File: src/include/msit_consts.vh
// Summary of operation
// - Management initialisation ends within 2000 ms
// - Interrupt output low within 200 ms
// - Interrupt released within 500 us of read
// - Normal mode: loss flag within 100 ms
// - Fast mode: loss flag within 1 ms
// - Fast mode: loss status clears within 3 ms
// - Transmit fault flag within 200 ms
// - Other flags set within 200 ms
// - Set mask blocks interrupt within 100 ms
// - Rate change settles within 100 ms
// - Mask and rate timed from stop condition
// - Interrupt released only after all flags read
// - Valid reset pulse restores all settings
// - Deselected module ignores all bus traffic; stop conditions still apply pending masks and rate
`ifndef MSIT_CONSTS_VH
`define MSIT_CONSTS_VH

// Register indices on the management port
`define MSIT_REG_STATUS   4'h0
`define MSIT_REG_LOS_FLAG 4'h1
`define MSIT_REG_TXF_FLAG 4'h2
`define MSIT_REG_GEN_FLAG 4'h3
`define MSIT_REG_LOS_MASK 4'h4
`define MSIT_REG_TXF_MASK 4'h5
`define MSIT_REG_GEN_MASK 4'h6
`define MSIT_REG_CTRL     4'h7
`define MSIT_REG_RATE     4'h8
`define MSIT_REG_LOS_LIVE 4'h9

// Field positions
`define MSIT_STAT_INIT_DONE 0
`define MSIT_STAT_BW_OK     1
`define MSIT_STAT_INT_PIN   2
`define MSIT_CTRL_FAST      0

// Reset values
`define MSIT_RST_FLAG 8'h00
`define MSIT_RST_MASK 8'h00
`define MSIT_RST_CTRL 8'h00
`define MSIT_RST_RATE 8'h00

// Clock rate and printed times
`define MSIT_CLK_KHZ      20000
`define MSIT_INIT_MAX_MS  2000
`define MSIT_RST_MIN_US   2
`define MSIT_LOS_MAX_MS   100
`define MSIT_LOSF_MAX_US  1000
`define MSIT_LOSF_OFF_US  3000
`define MSIT_FLAG_MAX_MS  200
`define MSIT_RATE_MAX_MS  100

`endif

File: src/hdl/msit_qual.v
`timescale 1ns/1ps
// Qualifies one slow condition: the output follows the input only after
// the input has held its new level for the programmed number of cycles.
module msit_qual #(
  parameter CW = 22
) (
  input wire clk_i,            // Core clock
  input wire rst_n_i,          // Async reset, active low
  input wire clr_i,            // Soft reset, forces output low
  input wire level_i,          // Synchronised raw condition
  input wire [CW-1:0] set_i,   // Cycles to qualify a rise
  input wire [CW-1:0] off_i,   // Cycles to qualify a fall
  output wire q_o              // Qualified condition
);
  reg [CW-1:0] cnt_q;
  reg q_q;
  wire [CW-1:0] tgt;

  assign tgt = q_q ? off_i : set_i;
  assign q_o = q_q;

  // Count only while input and output disagree; glitches restart the count
  always @(posedge clk_i or negedge rst_n_i) begin
    if (!rst_n_i) begin
      cnt_q <= {CW{1'b0}};
      q_q <= 1'b0;
    end else if (clr_i || (level_i == q_q)) begin
      cnt_q <= {CW{1'b0}};
      q_q <= clr_i ? 1'b0 : q_q;
    end else if (cnt_q + {{(CW-1){1'b0}}, 1'b1} >= tgt) begin
      cnt_q <= {CW{1'b0}};
      q_q <= level_i;
    end else begin
      cnt_q <= cnt_q + {{(CW-1){1'b0}}, 1'b1};
    end
  end
endmodule

File: src/hdl/msit_top.v
`timescale 1ns/1ps
`include "msit_consts.vh"
// Soft control and status timing for a pluggable module: flag latching,
// masking, open-drain interrupt, reset and initialisation sequencing.
module msit_top #(
  parameter LANES = 8,
  parameter CW = 22,
  // Every limit is met at half its maximum to leave margin
  parameter INIT_CYC = `MSIT_INIT_MAX_MS * `MSIT_CLK_KHZ / 2,
  parameter LOS_SET_CYC = `MSIT_LOS_MAX_MS * `MSIT_CLK_KHZ / 2,
  parameter LOSF_SET_CYC = `MSIT_LOSF_MAX_US * `MSIT_CLK_KHZ / 2000,
  parameter LOSF_OFF_CYC = `MSIT_LOSF_OFF_US * `MSIT_CLK_KHZ / 2000,
  parameter FLAG_SET_CYC = `MSIT_FLAG_MAX_MS * `MSIT_CLK_KHZ / 2,
  parameter RATE_CYC = `MSIT_RATE_MAX_MS * `MSIT_CLK_KHZ / 2
) (
  input wire REF_CLK_I,              // 20 MHz core clock
  input wire NRST_I,                 // Async reset, active low
  input wire MOD_RESET_N_I,          // Module reset pin, active low
  input wire MOD_SELECT_N_I,         // Module select pin, active low
  input wire SCL_I,                  // Two-wire clock pin level
  input wire SDA_I,                  // Two-wire data pin level
  input wire INT_PIN_I,              // Interrupt wire level read back
  input wire [LANES-1:0] RX_LOS_I,   // Receive loss per lane
  input wire [LANES-1:0] TX_FAULT_I, // Transmit fault per lane
  input wire [LANES-1:0] GEN_COND_I, // Other flag conditions
  input wire [3:0] ADDR_I,           // Register index
  input wire [7:0] WDATA_I,          // Write data
  input wire WR_I,                   // Write strobe
  input wire RD_I,                   // Read strobe
  output wire [7:0] RDATA_O,         // Read data, cycle after strobe
  output wire INT_N_O,               // Interrupt pin drive value
  output wire INT_OE_N_O,            // Interrupt drive enable, low drives
  output wire INIT_DONE_O,           // Management initialisation complete
  output wire [7:0] RATE_SEL_O,      // Rate select applied to optics
  output wire BW_OK_O                // Bandwidth in conformance
);
  localparam RST_MIN_CYC = (`MSIT_RST_MIN_US * `MSIT_CLK_KHZ + 999) / 1000;
  localparam [5:0] RST_MIN = RST_MIN_CYC[5:0];
  localparam [CW-1:0] LOS_SET = LOS_SET_CYC[CW-1:0];
  localparam [CW-1:0] LOSF_SET = LOSF_SET_CYC[CW-1:0];
  localparam [CW-1:0] LOSF_OFF = LOSF_OFF_CYC[CW-1:0];
  localparam [CW-1:0] FLAG_SET = FLAG_SET_CYC[CW-1:0];
  localparam [CW-1:0] RATE_T = RATE_CYC[CW-1:0];
  localparam [25:0] INIT_T = INIT_CYC[25:0];

  // Sticky flag update; a new event beats a clear in the same cycle
  function [7:0] flag_next;
    input [7:0] cur;
    input [7:0] set;
    input [7:0] clr;
    begin
      flag_next = set | (cur & ~clr);
    end
  endfunction

  // Two-stage synchronisers for every pin input
  reg [3+3*LANES+1:0] s1_q;
  reg [3+3*LANES+1:0] s2_q;
  wire [3+3*LANES+1:0] pins;
  assign pins = {INT_PIN_I, SDA_I, SCL_I, MOD_SELECT_N_I, MOD_RESET_N_I,
                 GEN_COND_I, TX_FAULT_I, RX_LOS_I};
  always @(posedge REF_CLK_I or negedge NRST_I) begin
    if (!NRST_I) begin
      s1_q <= {5'h1f, {(3*LANES){1'b0}}};
      s2_q <= {5'h1f, {(3*LANES){1'b0}}};
    end else begin
      s1_q <= pins;
      s2_q <= s1_q;
    end
  end

  wire [LANES-1:0] los_s;
  wire [LANES-1:0] txf_s;
  wire [LANES-1:0] gen_s;
  wire mrst_n_s;
  wire msel_n_s;
  wire scl_s;
  wire sda_s;
  wire ipin_s;
  assign los_s = s2_q[LANES-1:0];
  assign txf_s = s2_q[2*LANES-1:LANES];
  assign gen_s = s2_q[3*LANES-1:2*LANES];
  assign mrst_n_s = s2_q[3*LANES];
  assign msel_n_s = s2_q[3*LANES+1];
  assign scl_s = s2_q[3*LANES+2];
  assign sda_s = s2_q[3*LANES+3];
  assign ipin_s = s2_q[3*LANES+4];

  // Module reset pin: low for the minimum pulse gives a soft reset
  reg [5:0] rlow_q;
  reg soft_q;
  always @(posedge REF_CLK_I or negedge NRST_I) begin
    if (!NRST_I) begin
      rlow_q <= 6'h00;
      soft_q <= 1'b0;
    end else if (mrst_n_s) begin
      rlow_q <= 6'h00;
      soft_q <= 1'b0;
    end else if (rlow_q + 6'h01 >= RST_MIN) begin
      soft_q <= 1'b1;
    end else begin
      rlow_q <= rlow_q + 6'h01;
    end
  end

  // Initialisation counter, restarted by either reset
  reg [25:0] init_cnt_q;
  reg init_done_q;
  always @(posedge REF_CLK_I or negedge NRST_I) begin
    if (!NRST_I) begin
      init_cnt_q <= 26'h000_0000;
      init_done_q <= 1'b0;
    end else if (soft_q) begin
      init_cnt_q <= 26'h000_0000;
      init_done_q <= 1'b0;
    end else if (!init_done_q) begin
      if (init_cnt_q + 26'h000_0001 >= INIT_T) begin
        init_done_q <= 1'b1;
      end else begin
        init_cnt_q <= init_cnt_q + 26'h000_0001;
      end
    end
  end

  // Stop condition on the two-wire pins: data rises while clock is high
  reg sda_d_q;
  wire stop_det;
  always @(posedge REF_CLK_I or negedge NRST_I) begin
    if (!NRST_I) begin
      sda_d_q <= 1'b1;
    end else begin
      sda_d_q <= sda_s;
    end
  end
  assign stop_det = scl_s & sda_s & ~sda_d_q;

  // Bus access only when selected and initialised
  wire bus_en;
  wire wr_ok;
  wire rd_ok;
  assign bus_en = ~msel_n_s & init_done_q;
  assign wr_ok = WR_I & bus_en;
  assign rd_ok = RD_I & bus_en;

  // Condition qualifiers; the fast loss mode shortens both edges
  reg [7:0] ctrl_q;
  wire fast;
  wire [CW-1:0] los_set;
  wire [CW-1:0] los_off;
  wire [LANES-1:0] los_q;
  wire [LANES-1:0] txf_q;
  wire [LANES-1:0] gen_q;
  assign fast = ctrl_q[`MSIT_CTRL_FAST];
  assign los_set = fast ? LOSF_SET : LOS_SET;
  assign los_off = fast ? LOSF_OFF : LOS_SET;
  genvar g;
  generate
    for (g = 0; g < LANES; g = g + 1) begin : g_qual
      msit_qual #(.CW(CW)) u_los (
        .clk_i(REF_CLK_I),
        .rst_n_i(NRST_I),
        .clr_i(soft_q),
        .level_i(los_s[g]),
        .set_i(los_set),
        .off_i(los_off),
        .q_o(los_q[g])
      );
      msit_qual #(.CW(CW)) u_txf (
        .clk_i(REF_CLK_I),
        .rst_n_i(NRST_I),
        .clr_i(soft_q),
        .level_i(txf_s[g]),
        .set_i(FLAG_SET),
        .off_i(FLAG_SET),
        .q_o(txf_q[g])
      );
      msit_qual #(.CW(CW)) u_gen (
        .clk_i(REF_CLK_I),
        .rst_n_i(NRST_I),
        .clr_i(soft_q),
        .level_i(gen_s[g]),
        .set_i(FLAG_SET),
        .off_i(FLAG_SET),
        .q_o(gen_q[g])
      );
    end
  endgenerate

  // Previous qualified levels; a flag latches on a rising state
  reg [LANES-1:0] los_p_q;
  reg [LANES-1:0] txf_p_q;
  reg [LANES-1:0] gen_p_q;
  always @(posedge REF_CLK_I or negedge NRST_I) begin
    if (!NRST_I) begin
      los_p_q <= {LANES{1'b0}};
      txf_p_q <= {LANES{1'b0}};
      gen_p_q <= {LANES{1'b0}};
    end else begin
      los_p_q <= los_q;
      txf_p_q <= txf_q;
      gen_p_q <= gen_q;
    end
  end

  wire [7:0] los_set_ev;
  wire [7:0] txf_set_ev;
  wire [7:0] gen_set_ev;
  assign los_set_ev = init_done_q ? (los_q & ~los_p_q) : 8'h00;
  assign txf_set_ev = init_done_q ? (txf_q & ~txf_p_q) : 8'h00;
  assign gen_set_ev = init_done_q ? (gen_q & ~gen_p_q) : 8'h00;

  // Clear terms: write one to clear, or clear on read of the register
  reg [7:0] los_flag_q;
  reg [7:0] txf_flag_q;
  reg [7:0] gen_flag_q;
  wire [7:0] los_clr;
  wire [7:0] txf_clr;
  wire [7:0] gen_clr;
  assign los_clr = (wr_ok && ADDR_I == `MSIT_REG_LOS_FLAG) ? WDATA_I :
                   (rd_ok && ADDR_I == `MSIT_REG_LOS_FLAG) ? los_flag_q : 8'h00;
  assign txf_clr = (wr_ok && ADDR_I == `MSIT_REG_TXF_FLAG) ? WDATA_I :
                   (rd_ok && ADDR_I == `MSIT_REG_TXF_FLAG) ? txf_flag_q : 8'h00;
  assign gen_clr = (wr_ok && ADDR_I == `MSIT_REG_GEN_FLAG) ? WDATA_I :
                   (rd_ok && ADDR_I == `MSIT_REG_GEN_FLAG) ? gen_flag_q : 8'h00;

  // Sticky flags
  always @(posedge REF_CLK_I or negedge NRST_I) begin
    if (!NRST_I) begin
      los_flag_q <= `MSIT_RST_FLAG;
      txf_flag_q <= `MSIT_RST_FLAG;
      gen_flag_q <= `MSIT_RST_FLAG;
    end else if (soft_q) begin
      los_flag_q <= `MSIT_RST_FLAG;
      txf_flag_q <= `MSIT_RST_FLAG;
      gen_flag_q <= `MSIT_RST_FLAG;
    end else begin
      los_flag_q <= flag_next(los_flag_q, los_set_ev, los_clr);
      txf_flag_q <= flag_next(txf_flag_q, txf_set_ev, txf_clr);
      gen_flag_q <= flag_next(gen_flag_q, gen_set_ev, gen_clr);
    end
  end

  // Written masks and rate wait for the stop condition before they act
  reg [7:0] los_mpend_q;
  reg [7:0] txf_mpend_q;
  reg [7:0] gen_mpend_q;
  reg [7:0] los_mask_q;
  reg [7:0] txf_mask_q;
  reg [7:0] gen_mask_q;
  reg [7:0] rate_pend_q;
  reg [7:0] rate_q;
  reg mask_dirty_q;
  reg rate_dirty_q;
  always @(posedge REF_CLK_I or negedge NRST_I) begin
    if (!NRST_I) begin
      los_mpend_q <= `MSIT_RST_MASK;
      txf_mpend_q <= `MSIT_RST_MASK;
      gen_mpend_q <= `MSIT_RST_MASK;
      ctrl_q <= `MSIT_RST_CTRL;
      rate_pend_q <= `MSIT_RST_RATE;
      mask_dirty_q <= 1'b0;
      rate_dirty_q <= 1'b0;
    end else if (soft_q) begin
      los_mpend_q <= `MSIT_RST_MASK;
      txf_mpend_q <= `MSIT_RST_MASK;
      gen_mpend_q <= `MSIT_RST_MASK;
      ctrl_q <= `MSIT_RST_CTRL;
      rate_pend_q <= `MSIT_RST_RATE;
      mask_dirty_q <= 1'b0;
      rate_dirty_q <= 1'b0;
    end else begin
      if (wr_ok && ADDR_I == `MSIT_REG_LOS_MASK) begin
        los_mpend_q <= WDATA_I;
      end
      if (wr_ok && ADDR_I == `MSIT_REG_TXF_MASK) begin
        txf_mpend_q <= WDATA_I;
      end
      if (wr_ok && ADDR_I == `MSIT_REG_GEN_MASK) begin
        gen_mpend_q <= WDATA_I;
      end
      if (wr_ok && ADDR_I == `MSIT_REG_CTRL) begin
        ctrl_q <= WDATA_I;
      end
      if (wr_ok && ADDR_I == `MSIT_REG_RATE) begin
        rate_pend_q <= WDATA_I;
      end
      // A write in the stop cycle itself stays pending for the next stop
      if (wr_ok && (ADDR_I == `MSIT_REG_LOS_MASK || ADDR_I == `MSIT_REG_TXF_MASK ||
                    ADDR_I == `MSIT_REG_GEN_MASK)) begin
        mask_dirty_q <= 1'b1;
      end else if (stop_det) begin
        mask_dirty_q <= 1'b0;
      end
      if (wr_ok && ADDR_I == `MSIT_REG_RATE) begin
        rate_dirty_q <= 1'b1;
      end else if (stop_det) begin
        rate_dirty_q <= 1'b0;
      end
    end
  end

  // Active masks follow the pending values at the stop condition
  always @(posedge REF_CLK_I or negedge NRST_I) begin
    if (!NRST_I) begin
      los_mask_q <= `MSIT_RST_MASK;
      txf_mask_q <= `MSIT_RST_MASK;
      gen_mask_q <= `MSIT_RST_MASK;
    end else if (soft_q) begin
      los_mask_q <= `MSIT_RST_MASK;
      txf_mask_q <= `MSIT_RST_MASK;
      gen_mask_q <= `MSIT_RST_MASK;
    end else if (stop_det && mask_dirty_q) begin
      los_mask_q <= los_mpend_q;
      txf_mask_q <= txf_mpend_q;
      gen_mask_q <= gen_mpend_q;
    end
  end

  // Rate change: apply at stop, hold bandwidth-ok low while optics settle
  reg [CW-1:0] rate_cnt_q;
  reg bw_ok_q;
  always @(posedge REF_CLK_I or negedge NRST_I) begin
    if (!NRST_I) begin
      rate_q <= `MSIT_RST_RATE;
      rate_cnt_q <= {CW{1'b0}};
      bw_ok_q <= 1'b1;
    end else if (soft_q) begin
      rate_q <= `MSIT_RST_RATE;
      rate_cnt_q <= {CW{1'b0}};
      bw_ok_q <= 1'b1;
    end else if (stop_det && rate_dirty_q) begin
      rate_q <= rate_pend_q;
      rate_cnt_q <= {CW{1'b0}};
      bw_ok_q <= 1'b0;
    end else if (!bw_ok_q) begin
      if (rate_cnt_q + {{(CW-1){1'b0}}, 1'b1} >= RATE_T) begin
        bw_ok_q <= 1'b1;
      end else begin
        rate_cnt_q <= rate_cnt_q + {{(CW-1){1'b0}}, 1'b1};
      end
    end
  end

  // Interrupt: any unmasked flag drives the open-drain pin low
  reg int_oe_n_q;
  wire int_req;
  assign int_req = |((los_flag_q & ~los_mask_q) | (txf_flag_q & ~txf_mask_q) |
                     (gen_flag_q & ~gen_mask_q));
  always @(posedge REF_CLK_I or negedge NRST_I) begin
    if (!NRST_I) begin
      int_oe_n_q <= 1'b1;
    end else begin
      int_oe_n_q <= ~int_req;
    end
  end

  // Read port; unmapped indices and a deselected module read zero
  reg [7:0] rdata_q;
  always @(posedge REF_CLK_I or negedge NRST_I) begin
    if (!NRST_I) begin
      rdata_q <= 8'h00;
    end else if (rd_ok) begin
      case (ADDR_I)
        `MSIT_REG_STATUS: rdata_q <= {5'h00, ipin_s, bw_ok_q, init_done_q};
        `MSIT_REG_LOS_FLAG: rdata_q <= los_flag_q;
        `MSIT_REG_TXF_FLAG: rdata_q <= txf_flag_q;
        `MSIT_REG_GEN_FLAG: rdata_q <= gen_flag_q;
        `MSIT_REG_LOS_MASK: rdata_q <= los_mpend_q;
        `MSIT_REG_TXF_MASK: rdata_q <= txf_mpend_q;
        `MSIT_REG_GEN_MASK: rdata_q <= gen_mpend_q;
        `MSIT_REG_CTRL: rdata_q <= ctrl_q;
        `MSIT_REG_RATE: rdata_q <= rate_pend_q;
        `MSIT_REG_LOS_LIVE: rdata_q <= los_q;
        default: rdata_q <= 8'h00;
      endcase
    end else begin
      rdata_q <= 8'h00;
    end
  end

  assign RDATA_O = rdata_q;
  assign INT_N_O = 1'b0;
  assign INT_OE_N_O = int_oe_n_q;
  assign INIT_DONE_O = init_done_q;
  assign RATE_SEL_O = rate_q;
  assign BW_OK_O = bw_ok_q;
endmodule

File: config.mk
export PLATFORM = sky130hd
export DESIGN_NAME = msit_top
export DESIGN_NICKNAME = d
export VERILOG_FILES = /design/src/hdl/msit_qual.v /design/src/hdl/msit_top.v
export VERILOG_INCLUDE_DIRS = /design/src /design/src/include
export SDC_FILE = /design/constraint.sdc
export NUM_CORES = 2
export LEC_CHECK = 0
export ABC_AREA = 0
export BUFFER_PORTS_ARGS = -buffer_cell sky130_fd_sc_hd__clkbuf_2
export CORE_AREA = 2 2 310 312
export CTS_CLUSTER_DIAMETER = 40
export CTS_CLUSTER_SIZE = 20
export DETAILED_ROUTE_END_ITERATION = 7
export DIE_AREA = 0 0 312 314
export HOLD_SLACK_MARGIN = 0.06
export PLACE_DENSITY = 0.58
export SLEW_MARGIN = 20
export SYNTH_ARGS = -nofsm -noshare
export SYNTH_HDL_FRONTEND = slang
export SYNTH_SLANG_ARGS = --single-unit
File: constraint.sdc
create_clock -name REF_CLK_I -period 4.94 [get_ports REF_CLK_I]
set_input_delay 0.247 -clock REF_CLK_I [delete_from_list [all_inputs] [get_ports REF_CLK_I]]
set_output_delay 0.247 -clock REF_CLK_I [all_outputs]
set_load 0.03 [all_outputs]
==> results.yml <==
run_status:
  status: "completed"
drt:
  viasPerCell: 5.32
  drtAntennaViolNets: 0
  dr.first_iter.drc_count: 2224
  vias: 31700
  drt_first_pass_iters: 5
  routed_wl_um: 92400
  route.detailed.drc: 0
  wl_per_cell_um: 15.5
grt:
  grt_first_pass_wirelength_um: 157000
  gr-max-usage-layer: "met2"
  grtUsageMet2_pct: 29.2
  antenna_found_initial: 3
  use_met1_pct: 27.8
  overflow: 0
  grt_use_total_pct: 19.2
  grt_max_degree: 146
  grt_pass1_vias: 30600
  use_met3_pct: 3.70
yosys:
  synth.area.top_cells: "dfrtp_1 47%, xnor2_1 6.3%, nor2_1 6.1%"
  synthCells: 4428
  syn_avg_cell_area_um2: 9.54
  yosysUniqueCellTypes: 86
  ys_seq_elements: 799
  yosysWarnings: 0
  synth_top_area_cell: "dfrtp_1"
  synth_edf_count: 0
  ys_seq_area_share_pct: 47.4
  ys_dominant_reg_cell: "dfrtp_1"
  syn_area_um2: 42200
  synth_top_area_share_pct: 46.6
  async_flop_share_pct: 100
placement:
  hpwl_um: 61000
  io_buffers: 63
  place_congestion: 0.837
setup_path:
  path_max_fanout: 20
  critical_path_class: "reg -> reg"
  start_kind: "register"
  crit_required_ns: 5.59
  end_kind: "register"
  crit_arrival_ns: 4.74
clock_tree:
  htree_levels: 4
  numCtsBuffers: 137
  clk_latency_ns: 0.71
  cts_tree: "built"
  clock-root-buffer: "clkbuf_16"
  hold_buffers: 41
  post_cts_resized: 0
  clkSinkCount: 799
  clk_pin_slew_ns: 0.05
  cts_buffer_depth: 3
  post_cts_buffers: 0
power:
  clockPowerShare_pct: 55.5
  vdd_ir_drop_max_v: 0.000223
  p_sw_uw: 4020
  power.share.combinational_pct: 3.9
  power.share.sequential_pct: 40.7
  swShare_pct: 23.8
  p_int_uw: 12900
  leakage_uw: 0.0212
  powerDensity_nw_per_um2: 345
die:
  die_area_um2: 98000
  ioPinCount: 65
  floorplan.initialDensity_pct: 44.7
  num_rows: 113
  core_area_um2: 94400
  die_h_um: 314
  die_w_um: 312
flow_run:
  drv_cap: 0
timing:
  min_period_over_period_pct: 83.0
  maxSlewHeadroom_pct: 36.1
  finClkSkew_ns: 0.0235
  fin_tns_setup_ns: 0
  period_needed_ns: 4.10
  fmax_ghz: 0.244
  max_slew.worst_pin.slew_ns: 0.956
  rsz0062_at_grt: "false"
  final_max_slew_viol_count: 0
  worst_hold_slack_ns: 0.175
  finalSetupViolations: 0
  finalHoldViolations: 0
worst_hold_path:
  hp-class: "in -> reg"
final_layout:
  nets: 4756
  drive_gt1_share_pct: 8.58
  area_delta_synth_final_pct: 16.1
==> per-stage QoR <==
stage	util, %	total power (uW)	cell area [um2]	setup slack [ns]	cells
after global routing	51.9	17600	49000	0.462	5950
final	51.9	16900	49000	0.842	5951
after floorplan	-	7300	42400	0.368	4460
after detailed placement	46.5	7630	44000	0.813	5656
after CTS	51.9	17200	49000	0.797	5950
after global placement	46.5	7620	44000	0.890	5656
==> synth_stat cells (19+ instances only) <==
cell type	count
a211oi_1	25
a21o_1	19
a21oi_1	137
a22o_1	32
a31oi_1	36
and2_1	31
and3_1	160
and4_1	44
clkbuf_1	144
dfrtp_1	786
ha_1	140
inv_1	117
mux2i_1	91
nand2_1	301
nand3_1	253
nand3b_1	35
nand4_1	156
nor2_1	687
nor2b_1	76
nor3_1	111
nor4_1	51
o21ai_0	106
o31ai_1	19
or2_2	19
or3_1	36
xnor2_1	304
xor2_1	237
==> layer usage <==
layer	part of all wire, %	vias up
li1	-	15800
met1	49	15200
met2	44	523
met3	4.4	144
met4	2.1	2
met5	0.0087	-
==> worst paths after layout <==
kind | slack [ns] | cells after the start | from | end
setup / recovery | 0.84 | 16 | g_qual[4].u_los.cnt_q[0] | g_qual[4].u_los.cnt_q[15]
hold / removal | 0.17 | 2 | MOD_RESET_N_I | s1_q[24]
setup reg to reg | 0.84 | 16 | g_qual[4].u_los.cnt_q[0] | g_qual[4].u_los.cnt_q[15]
hold reg to reg | 0.35 | 0 | s1_q[16] | s2_q[16]
max in group asynchronous | 3.91 | 3 | NRST_I | g_qual[2].u_txf.cnt_q[17]
min in group asynchronous | 0.20 | 3 | NRST_I | g_qual[3].u_los.cnt_q[13]
==> cells by family after synthesis <==
logic type,Yosys count,share of synthesized area [%]
AOI/OAI and AO/OA,529,8.30
other,1,0.00888
buffers and inverters,282,2.57
DFF,799,47.4
muxes,107,2.59
xor gates and xnor gates,541,11.2
and+or+nand+nor,2029,23.8
adders and majority gates,140,4.15
==> flip-flops by register name (all words and copies together), names as in the netlist, 22 cells and up <==
name                flops
s1_q                   29
g_qual.u_los.cnt_q    176
g_qual.u_gen.cnt_q    176
rate_cnt_q             22
s2_q                   29
init_cnt_q             26
g_qual.u_txf.cnt_q    176
==> worst max-delay path, cell delays in order (launching register included) <==
cell	delay, ns
dfrtp_1	0.42
ha_1	0.27
and3_1	0.26
nand2_1	0.11
nor2_1	0.23
nand2_1	0.10
xnor2_1	0.15
ha_1	0.25
nor2_1	0.11
nand2_1	0.06
nor3_1	0.13
a211oi_1	0.09
a211oi_1	0.18
a31oi_1	0.11
or4_1	0.53
or3_1	0.67
o21ba_2	0.35
==> cells in the final DEF (no fill, tap or decap), types with 106 or more instances in the layout <==
cell type and instances:
a21oi_1 136, and3_1 159, clkbuf_16 142, dfrtp_1 783, ha_1 140, inv_1 117
nand2_1 301, nand3_1 253, nand4_1 156, nor2_1 687, nor3_1 111, o21ai_0 106
xnor2_1 304, xor2_1 237
==> power groups by stage <==
stage          clock network, uW  logic [uW]  registers [uW]
3_3_place_gp                   0         636            6980
4_1_cts                     9630         674            6880
2_1_floorplan                  0         376            6930
3_5_place_dp                   0         644            6980
5_1_grt                     9960         757            6900
6_report                    9370         651            6880
==> final cells by class <==
cell class,instances,area (um2)
Fill cell,8672,45400
Inverter,118,443
Clock buffer,174,3810
Timing Repair Buffer,136,1070
Multi-Input combinational cell,3379,21300
Tap cell,1265,1580
Sequential cell,799,20000
Antenna cell,1,2.50
Clock inverter,79,826
No activity file was read; power rests on OpenSTA's default activity.
